File: src/core/cpw_pkg.sv
package cpw_pkg;

  // register byte offsets on the bus
  localparam logic [7:0] OFF_UNIT1_CTRL  = 8'h00;
  localparam logic [7:0] OFF_UNIT2_CTRL  = 8'h04;
  localparam logic [7:0] OFF_DUTY1_LOW   = 8'h08;
  localparam logic [7:0] OFF_DUTY1_SHAD  = 8'h0c;
  localparam logic [7:0] OFF_DUTY2_LOW   = 8'h10;
  localparam logic [7:0] OFF_DUTY2_SHAD  = 8'h14;
  localparam logic [7:0] OFF_PERIOD      = 8'h18;
  localparam logic [7:0] OFF_CNT_CFG     = 8'h1c;
  localparam logic [7:0] OFF_BASE_CNT    = 8'h20;
  localparam logic [7:0] OFF_PIN_CFG     = 8'h24;
  localparam logic [7:0] OFF_STATUS      = 8'h28;

  // field positions
  localparam int FRAC_HI      = 5;
  localparam int FRAC_LO      = 4;
  localparam int MODE_HI      = 3;
  localparam int CFG_ON_BIT   = 2;
  localparam int PIN_DIR1_BIT = 0;
  localparam int PIN_DIR2_BIT = 1;
  localparam int PIN_SEL_BIT  = 2;

  // reset values
  localparam logic [7:0] RST_CTRL    = 8'h00;
  localparam logic [7:0] RST_PERIOD  = 8'hff;
  localparam logic [7:0] RST_CNT_CFG = 8'h00;
  localparam logic [7:0] RST_COUNT   = 8'h00;
  localparam logic [7:0] RST_DUTY    = 8'h00;
  localparam logic [2:0] RST_PIN_CFG = 3'h3;

  // mode code selecting pulse-width operation (upper two bits set)
  localparam logic [1:0] MODE_PWM_TOP = 2'h3;

  typedef enum logic [1:0] {
    CPW_PRE_1  = 2'b00,
    CPW_PRE_4  = 2'b01,
    CPW_PRE_16 = 2'b10
  } cpw_pre_t;

  typedef struct packed {
    logic [7:0] duty_low;
    logic [1:0] frac;
  } cpw_duty_t;

endpackage

File: src/core/cpw_top.sv
`timescale 1ns/1ns
module cpw_top (
  // clock and reset
  input  wire logic        ref_clk_i,
  input  wire logic        resetn_i,
  // apb slave
  input  wire logic        psel_i,
  input  wire logic        penable_i,
  input  wire logic        pwrite_i,
  input  wire logic [7:0]  paddr_i,
  input  wire logic [31:0] pwdata_i,
  output logic      [31:0] prdata_o,
  output logic             pready_o,
  output logic             pslverr_o,
  // power state
  input  wire logic        sleep_i,
  // port latch values when the unit does not own a pin
  input  wire logic        port1_data_i,
  input  wire logic        port2a_data_i,
  input  wire logic        port2b_data_i,
  // pins
  output logic             pwm1_pin_o,
  output logic             pwm1_pin_oe_o,
  output logic             pwm2a_pin_o,
  output logic             pwm2a_pin_oe_o,
  output logic             pwm2b_pin_o,
  output logic             pwm2b_pin_oe_o
);

  logic       rst_meta_r;
  logic       rstn_r;
  logic [7:0] ctrl_r [2];
  logic [7:0] duty_low_r [2];
  logic [7:0] shadow_r [2];
  logic [1:0] latch_r [2];
  logic       out_r [2];
  logic [7:0] period_r;
  logic [7:0] cfg_r;
  logic [7:0] count_r;
  logic [3:0] pre_r;
  logic [2:0] pin_cfg_r;
  logic       tick;
  logic       match;
  logic       inc;
  logic [1:0] low_bits;
  logic [9:0] time_base;
  logic       pwm_on [2];
  logic       wr;
  logic       rd;
  logic       addr_ok;

  // reset release through two flops
  always_ff @(posedge ref_clk_i or negedge resetn_i) begin
    if (!resetn_i) begin
      rst_meta_r <= 1'b0;
      rstn_r     <= 1'b0;
    end else begin
      rst_meta_r <= 1'b1;
      rstn_r     <= rst_meta_r;
    end
  end

  localparam int MODE_HI = cpw_pkg::MODE_HI;
  localparam int FRAC_HI = cpw_pkg::FRAC_HI;
  localparam int FRAC_LO = cpw_pkg::FRAC_LO;

  function automatic logic is_pwm(input logic [7:0] c);
    is_pwm = (c[MODE_HI -: 2] == cpw_pkg::MODE_PWM_TOP);
  endfunction

  assign pwm_on[0] = is_pwm(ctrl_r[0]);
  assign pwm_on[1] = is_pwm(ctrl_r[1]);

  // apb: zero wait states, every access answered in its access cycle
  assign wr        = psel_i & penable_i & pwrite_i;
  assign rd        = psel_i & penable_i & ~pwrite_i;
  assign pready_o  = 1'b1;
  assign pslverr_o = psel_i & penable_i & ~addr_ok;

  // one write strobe per shared register
  logic       wr_period;
  logic       wr_cfg;
  logic       wr_pin_cfg;
  logic       wr_count;
  assign wr_period  = wr && (paddr_i == cpw_pkg::OFF_PERIOD);
  assign wr_cfg     = wr && (paddr_i == cpw_pkg::OFF_CNT_CFG);
  assign wr_pin_cfg = wr && (paddr_i == cpw_pkg::OFF_PIN_CFG);
  assign wr_count   = wr && (paddr_i == cpw_pkg::OFF_BASE_CNT);

  // read data is captured in the setup cycle
  logic       rd_setup;
  assign rd_setup = psel_i & ~penable_i & ~pwrite_i;

  always_comb begin
    case (paddr_i)
      cpw_pkg::OFF_UNIT1_CTRL, cpw_pkg::OFF_UNIT2_CTRL,
      cpw_pkg::OFF_DUTY1_LOW,  cpw_pkg::OFF_DUTY1_SHAD,
      cpw_pkg::OFF_DUTY2_LOW,  cpw_pkg::OFF_DUTY2_SHAD,
      cpw_pkg::OFF_PERIOD,     cpw_pkg::OFF_CNT_CFG,
      cpw_pkg::OFF_BASE_CNT,   cpw_pkg::OFF_PIN_CFG,
      cpw_pkg::OFF_STATUS: begin
        addr_ok = 1'b1;
      end
      default: begin
        addr_ok = 1'b0;
      end
    endcase
  end

  // prescaler: four system ticks form one instruction tick
  // ratio 1 uses clock phase, others prescaler bits
  always_ff @(posedge ref_clk_i or negedge rstn_r) begin
    if (!rstn_r) begin
      pre_r <= 4'h0;
    end else if (!sleep_i && cfg_r[cpw_pkg::CFG_ON_BIT]) begin
      pre_r <= pre_r + 4'h1;
    end
  end

  always_comb begin
    case (cpw_pre_sel(cfg_r[1:0]))
      cpw_pkg::CPW_PRE_4: begin
        tick     = (pre_r == 4'hf);
        low_bits = pre_r[3:2];
      end
      cpw_pkg::CPW_PRE_16: begin
        tick     = 1'b0;
        low_bits = 2'h0;
      end
      default: begin
        tick     = (pre_r[1:0] == 2'h3);
        low_bits = pre_r[1:0];
      end
    endcase
  end

  function automatic cpw_pkg::cpw_pre_t cpw_pre_sel(input logic [1:0] v);
    cpw_pre_sel = (v == 2'h0) ? cpw_pkg::CPW_PRE_1 :
                  (v == 2'h1) ? cpw_pkg::CPW_PRE_4 : cpw_pkg::CPW_PRE_16;
  endfunction

  // prescale 16: a wider counter provides the bits and the tick
  logic [5:0] pre16_r;
  always_ff @(posedge ref_clk_i or negedge rstn_r) begin
    if (!rstn_r) begin
      pre16_r <= 6'h00;
    end else if (!sleep_i && cfg_r[cpw_pkg::CFG_ON_BIT]) begin
      pre16_r <= pre16_r + 6'h01;
    end
  end

  logic       tick_eff;
  logic [1:0] low_eff;
  assign tick_eff = (cpw_pre_sel(cfg_r[1:0]) == cpw_pkg::CPW_PRE_16) ?
                    (pre16_r == 6'h3f) : tick;
  assign low_eff  = (cpw_pre_sel(cfg_r[1:0]) == cpw_pkg::CPW_PRE_16) ?
                    pre16_r[5:4] : low_bits;

  assign inc       = tick_eff & ~sleep_i & cfg_r[cpw_pkg::CFG_ON_BIT];
  assign match     = (count_r == period_r);
  assign time_base = {count_r, low_eff};

  // pin must drop in the clock where the time base reaches the duty,
  // so the clear is registered on the edge that advances it
  logic       tb_run;
  logic       tb_step;
  logic [9:0] tb_next;
  assign tb_run  = ~sleep_i & cfg_r[cpw_pkg::CFG_ON_BIT];
  assign tb_next = time_base + 10'h001;
  always_comb begin
    case (cpw_pre_sel(cfg_r[1:0]))
      cpw_pkg::CPW_PRE_4: begin
        tb_step = (pre_r[1:0] == 2'h3);
      end
      cpw_pkg::CPW_PRE_16: begin
        tb_step = (pre16_r[3:0] == 4'hf);
      end
      default: begin
        tb_step = 1'b1;
      end
    endcase
  end

  // base counter; postscaler bits of cfg are stored only
  always_ff @(posedge ref_clk_i or negedge rstn_r) begin
    if (!rstn_r) begin
      count_r <= cpw_pkg::RST_COUNT;
    end else if (wr_count) begin
      count_r <= pwdata_i[7:0];
    end else if (inc) begin
      count_r <= match ? 8'h00 : count_r + 8'h01;
    end
  end

  // per-unit duty buffering and output
  for (genvar u = 0; u < 2; u++) begin : g_unit
    logic [7:0] ctrl_off;
    logic [7:0] low_off;
    assign ctrl_off = u ? cpw_pkg::OFF_UNIT2_CTRL : cpw_pkg::OFF_UNIT1_CTRL;
    assign low_off  = u ? cpw_pkg::OFF_DUTY2_LOW : cpw_pkg::OFF_DUTY1_LOW;

    always_ff @(posedge ref_clk_i or negedge rstn_r) begin
      if (!rstn_r) begin
        ctrl_r[u] <= cpw_pkg::RST_CTRL;
      end else if (wr && paddr_i == ctrl_off) begin
        ctrl_r[u] <= {2'h0, pwdata_i[5:0]};
      end
    end

    always_ff @(posedge ref_clk_i or negedge rstn_r) begin
      if (!rstn_r) begin
        duty_low_r[u] <= cpw_pkg::RST_DUTY;
      end else if (wr && paddr_i == low_off) begin
        duty_low_r[u] <= pwdata_i[7:0];
      end
    end

    // shadow: writable by software only outside pulse-width mode
    logic [7:0] shad_off;
    assign shad_off = u ? cpw_pkg::OFF_DUTY2_SHAD : cpw_pkg::OFF_DUTY1_SHAD;
    always_ff @(posedge ref_clk_i or negedge rstn_r) begin
      if (!rstn_r) begin
        shadow_r[u] <= cpw_pkg::RST_DUTY;
      end else if (pwm_on[u] && inc && match) begin
        shadow_r[u] <= duty_low_r[u];
      end else if (!pwm_on[u] && wr && paddr_i == shad_off) begin
        shadow_r[u] <= pwdata_i[7:0];
      end
    end

    always_ff @(posedge ref_clk_i or negedge rstn_r) begin
      if (!rstn_r) begin
        latch_r[u] <= 2'h0;
      end else if (pwm_on[u] && inc && match) begin
        latch_r[u] <= ctrl_r[u][FRAC_HI:FRAC_LO];
      end
    end

    logic hit;
    assign hit = tb_run & tb_step & (tb_next == {shadow_r[u], latch_r[u]});

    // set on period start unless the new duty is zero, clear on duty match; over-long duty never
    // matches, so pin simply stays high for the whole period
    cpw_pkg::cpw_duty_t nd;
    assign nd = '{duty_low: duty_low_r[u], frac: ctrl_r[u][FRAC_HI:FRAC_LO]};
    always_ff @(posedge ref_clk_i or negedge rstn_r) begin
      if (!rstn_r) begin
        out_r[u] <= 1'b0;
      end else if (!pwm_on[u]) begin
        out_r[u] <= 1'b0;
      end else if (sleep_i) begin
        out_r[u] <= out_r[u];
      end else if (inc && match) begin
        out_r[u] <= (nd != '0);
      end else if (hit) begin
        out_r[u] <= 1'b0;
      end
    end
  end

  // shared registers
  always_ff @(posedge ref_clk_i or negedge rstn_r) begin
    if (!rstn_r) begin
      period_r <= cpw_pkg::RST_PERIOD;
    end else if (wr_period) begin
      period_r <= pwdata_i[7:0];
    end
  end

  always_ff @(posedge ref_clk_i or negedge rstn_r) begin
    if (!rstn_r) begin
      cfg_r <= cpw_pkg::RST_CNT_CFG;
    end else if (wr_cfg) begin
      cfg_r <= {1'b0, pwdata_i[6:0]};
    end
  end

  always_ff @(posedge ref_clk_i or negedge rstn_r) begin
    if (!rstn_r) begin
      pin_cfg_r <= cpw_pkg::RST_PIN_CFG;
    end else if (wr_pin_cfg) begin
      pin_cfg_r <= pwdata_i[2:0];
    end
  end

  // read mux; unmapped offsets read zero
  function automatic logic [31:0] read_word(input logic [7:0] a);
    case (a)
      cpw_pkg::OFF_UNIT1_CTRL: begin
        read_word = {24'h0, ctrl_r[0]};
      end
      cpw_pkg::OFF_UNIT2_CTRL: begin
        read_word = {24'h0, ctrl_r[1]};
      end
      cpw_pkg::OFF_DUTY1_LOW: begin
        read_word = {24'h0, duty_low_r[0]};
      end
      cpw_pkg::OFF_DUTY1_SHAD: begin
        read_word = {24'h0, shadow_r[0]};
      end
      cpw_pkg::OFF_DUTY2_LOW: begin
        read_word = {24'h0, duty_low_r[1]};
      end
      cpw_pkg::OFF_DUTY2_SHAD: begin
        read_word = {24'h0, shadow_r[1]};
      end
      cpw_pkg::OFF_PERIOD: begin
        read_word = {24'h0, period_r};
      end
      cpw_pkg::OFF_CNT_CFG: begin
        read_word = {24'h0, cfg_r};
      end
      cpw_pkg::OFF_BASE_CNT: begin
        read_word = {24'h0, count_r};
      end
      cpw_pkg::OFF_PIN_CFG: begin
        read_word = {29'h0, pin_cfg_r};
      end
      cpw_pkg::OFF_STATUS: begin
        read_word = {28'h0, latch_r[1][0], latch_r[0][0],
                     out_r[1], out_r[0]};
      end
      default: begin
        read_word = 32'h0000_0000;
      end
    endcase
  endfunction

  // read data from flops
  always_ff @(posedge ref_clk_i or negedge rstn_r) begin
    if (!rstn_r) begin
      prdata_o <= 32'h0000_0000;
    end else if (rd_setup) begin
      prdata_o <= read_word(paddr_i);
    end
  end

  // pins: unit owns pin while in mode (unit 2 only its selected pin); enable follows direction bit, forced off on the unselected unit 2 pin
  logic p2_sel;
  assign p2_sel = pin_cfg_r[cpw_pkg::PIN_SEL_BIT];

  assign pwm1_pin_o     = pwm_on[0] ? out_r[0] : port1_data_i;
  assign pwm1_pin_oe_o  = ~pin_cfg_r[cpw_pkg::PIN_DIR1_BIT];
  assign pwm2a_pin_o    = (pwm_on[1] && !p2_sel) ? out_r[1] :
                          port2a_data_i;
  assign pwm2a_pin_oe_o = ~pin_cfg_r[cpw_pkg::PIN_DIR2_BIT] & ~p2_sel;
  assign pwm2b_pin_o    = (pwm_on[1] && p2_sel) ? out_r[1] :
                          port2b_data_i;
  assign pwm2b_pin_oe_o = ~pin_cfg_r[cpw_pkg::PIN_DIR2_BIT] & p2_sel;

endmodule

File: config.mk
export PLATFORM = sky130hd
export DESIGN_NAME = cpw_top
export DESIGN_NICKNAME = d
export VERILOG_FILES = /design/src/core/cpw_pkg.sv /design/src/core/cpw_top.sv
export SDC_FILE = /design/constraint.sdc
export NUM_CORES = 1
export LEC_CHECK = 0
export BUFFER_PORTS_ARGS = -buffer_cell sky130_fd_sc_hd__buf_2
export CAP_MARGIN = 10
export CORE_AREA = 3 3 106 108
export DETAILED_ROUTE_END_ITERATION = 10
export DIE_AREA = 0 0 109 111
export PLACE_DENSITY = 0.77
export SYNTH_ARGS = -nofsm -noshare
export SYNTH_HDL_FRONTEND = slang
export SYNTH_SLANG_ARGS = --single-unit
File: constraint.sdc
create_clock -name ref_clk_i -period 4.84 [get_ports ref_clk_i]
set_clock_uncertainty 0.1 [all_clocks]
set_input_delay 0.484 -clock ref_clk_i [delete_from_list [all_inputs] [get_ports ref_clk_i]]
set_output_delay 0.484 -clock ref_clk_i [all_outputs]
set_load 0.01 [all_outputs]
==> impl_summary.md <==
Yosys
For this run, the leading register cell type out of synthesis is sky130_fd_sc_hd__dfrtp_1. The sequential share of the synthesized area is 42.42%. The average instance in the mapped netlist occupies 9.901 µm². The synthesized flop and latch total is 96. The proportion of register bits with asynchronous set or reset after synthesis is 100.0%.

Synthesis handed over a netlist of 575 instances. The synthesized netlist occupies a cell area of 5693 µm². The number of flops mapped to enable cells by yosys is 0. The area share of the leading cell type in the synthesized netlist is 37.80%. The number of distinct library cells after synthesis is 57.

By area the synthesized netlist is led by sky130_fd_sc_hd__dfrtp_1 38%, sky130_fd_sc_hd__mux2_2 12%, sky130_fd_sc_hd__dfstp_2 4.6%. The yosys synthesis warning count is 0. Summed over all instances, the cell type with the most area after synthesis is sky130_fd_sc_hd__dfrtp_1.

Floorplanning
In this run the count of I/O pins placed on the die edge is 89. The width of the die is 109 µm. The die covers 12,100 µm². The initial utilization of the core area, before any placement, comes to 55.14%.

The floorplan die height is 111 µm. The floorplan has 37 rows. The core footprint is 10,320 µm².

Setup path
The endpoint kind of the worst setup timing path is a flop. The nature of the critical path startpoint is a flop. The kind of critical path is reg -> reg. The largest fanout on the critical path is 13. For the worst setup path, the data arrival time is 3.26 ns. The cell depth of the worst flop-to-flop path is 7.

STA puts the critical path data required time at 5.03 ns.

STA
Of the available clock period, the critical path in the final layout requires 63.62%. The transition time at the pin with the least slew margin is 0.9877 ns. Setup repair after global routing left no endpoint under its margin. The worst-case hold slack is 0.09986 ns. The count of final setup violators is 0. The worst pin sits at a relative slew slack of 33.65%. Setup slack on the critical path of the routed design comes to 1.761 ns. The routed design could run at a clock period as short as 3.079 ns. The total count of hold-check failures in the final report is 0. The highest clock rate is 324.8 MHz.

The number of slew-limit violations in the final report is 0. Setup total negative slack on the finished layout was measured at 0 ns.

Clocking
The number of gates resized after CTS was 0. The cell chosen for the clock root is sky130_fd_sc_hd__clkbuf_8. The clock sink count is 96. The number of buffers created by CTS is 9. In this run the deepest clock path goes through 2 buffers.

After clock tree synthesis, the clock-pin slew on the worst setup and hold paths is 0.10 ns. The TritonCTS clock tree is yes. The H-tree level count is 3.

The later-pin clock latency in the skew report is 0.39 ns.

Power and ir drop
The maximum ir drop on the vdd rail is 147.8 µV. In this run the static leakage power is 0.002698 µW. Power spread over the standard cell area amounts to 264.3 nW/µm².

Drt
The first detailed-routing pass ran for 6 iterations. The routed layout has 4,697 vias. Dividing the detail-routed wire length by the instance count gives 22.37 µm. The vias per cell is 6.339. The detail route stage leaves a number of antenna-violating nets equal to 0. The sum of routed wire length over all layers is 16.58 mm. The residual DRC count is 0.

After the first detailed-routing iteration, the DRC count stood at 581.

Worst hold path
In this run the worst hold path is classified as reg -> async.

Global route
Entering global routing, the biggest net connects 77 pins. The global-route wire length before repair is 25.94 mm. The overall routing resource usage is 28.33%. The via count of the first global-routing pass is 4,579. The initial antenna violation count came to 0. The total congestion overflow is 0.

Final layout
The number of nets in the final layout is 652. The post-route core utilization is 58.93%. The relative area change from synthesis to final layout is 6.857%.

The share of cells above drive strength 1 is 23.64%. The number of antenna repair diodes is 0.

Placed design
Before CTS, the worst setup slack after placement is 1.820 ns. The count of port buffers added during placement is 39. The placed wire-length estimate is 11.73 mm. At the end of routability-driven placement, the weighted congestion stood at 1.004.

Run
Max-cap violations in this run came to 0.

Status
The flow ran to the end, and the final reports show no timing, DRC or antenna violations.
sequential cells by signal, indices dropped and copies added, names as in the netlist, 2 cells and up:
| register | count |
|---|---|
| out_r | 2 |
| pre16_r | 6 |
| shadow_r | 16 |
| duty_low_r | 16 |
| ctrl_r | 12 |
| prdata_o | 8 |
| pre_r | 4 |
| pin_cfg_r | 3 |
| cfg_r | 7 |
| count_r | 8 |
| period_r | 8 |
| latch_r | 4 |
area by class of cell:
cell class,instances,area (µm²)
Fill cell,882,4240
Multi-Input combinational cell,443,3020
Sequential cell,96,2419
Timing Repair Buffer,46,250.2
Tap cell,136,170.2
Clock buffer,9,123.9
Clock inverter,7,85.08
Inverter,4,15.01
synth_stat cells, drive strengths merged, types with 8 or more instances:
cell / instances
nor2b: 9
nor4: 11
nand4: 10
a22oi: 30
xnor2: 27
nand2: 58
clkbuf: 15
nor2: 50
a21oi: 29
buf: 41
nor3: 10
a31oi: 9
mux2: 65
dfrtp: 86
nand3: 15
dfstp: 10
o21ai: 12
mux2i: 8
xor2: 11
layout by cell type (no fill, tap or decap), types with 7 or more instances in the layout:
cell and instances:
sky130_fd_sc_hd__mux2i_1 7, sky130_fd_sc_hd__conb_1 26, sky130_fd_sc_hd__xnor2_1 27, sky130_fd_sc_hd__o21ai_0 11, sky130_fd_sc_hd__dfrtp_1 85, sky130_fd_sc_hd__mux2_2 60
sky130_fd_sc_hd__clkbuf_8 9, sky130_fd_sc_hd__nand3_1 15, sky130_fd_sc_hd__a31oi_1 9, sky130_fd_sc_hd__nand2_1 58, sky130_fd_sc_hd__a22oi_1 30, sky130_fd_sc_hd__buf_2 39
sky130_fd_sc_hd__nor4_1 10, sky130_fd_sc_hd__nor2b_1 9, sky130_fd_sc_hd__xor2_1 11, sky130_fd_sc_hd__dfstp_2 10, sky130_fd_sc_hd__a21oi_1 29, sky130_fd_sc_hd__nor2_1 50
sky130_fd_sc_hd__nand4_1 9
path summary, 6_finish.rpt:
kind / slack [ns] / end / startpoint
min in group ref_clk_i: 0.26 / rstn_r / rst_meta_r
worst max register to register: 1.76 / out_r[1] / cfg_r[0]
worst max-delay path: 1.76 / out_r[1] / cfg_r[0]
worst min register to register: 0.1 / pre_r[0] / rstn_r
worst min-delay path: 0.1 / pre_r[0] / rstn_r
max in group asynchronous: 3.30 / duty_low_r[12] / rstn_r
critical path, stage by stage (launching register included):
cell and delay [ns]:
sky130_fd_sc_hd__dfrtp_1 0.49, sky130_fd_sc_hd__mux2_2 0.38, sky130_fd_sc_hd__mux2i_2 0.70, sky130_fd_sc_hd__or2_1 0.42, sky130_fd_sc_hd__nor3_1 0.11, sky130_fd_sc_hd__a2111oi_2 0.32, sky130_fd_sc_hd__nand4_1 0.14, sky130_fd_sc_hd__o31a_1 0.31
repair_timing:
action | CTS | global route
hold buffers | 1 | 0
buffers inserted | 0 | 0
hold endpoints to repair | 2 | 0
stage by stage:
stage | area, µm² | std cells | power [µW]
floorplan | 5783 | 599 | 993.9
finish | 6083 | 741 | 1608
CTS | 6083 | 741 | 1604
detailed placement | 5864 | 724 | 1048
global route | 6083 | 741 | 1666
global placement | 5864 | 724 | 1042
logic make-up after synthesis:
family,Yosys count,share of synthesized area (%)
simple gates,189,16.31
compound gates,112,13.30
flops,96,42.42
mux,75,15.12
buf+inv,60,6.220
xor+xnor,38,5.846
fa+ha+maj,3,0.6594
other cells,2,0.1319
power breakdown:
part / internal (µW) / switching, µW
Clock: 249 / 323
Combinational: 60.8 / 117
Sequential: 827 / 31.0
Total: 1140 / 471
layer usage:
metal	track usage [%]	up-vias	wire length [µm]
met3	5.591	54	1656
met2	40.83	293	7349
li1	-	2076	-
met4	11.28	0	629
met1	41.64	2274	6939
met5	0	-	0
Power figures use the tool's default switching activity.
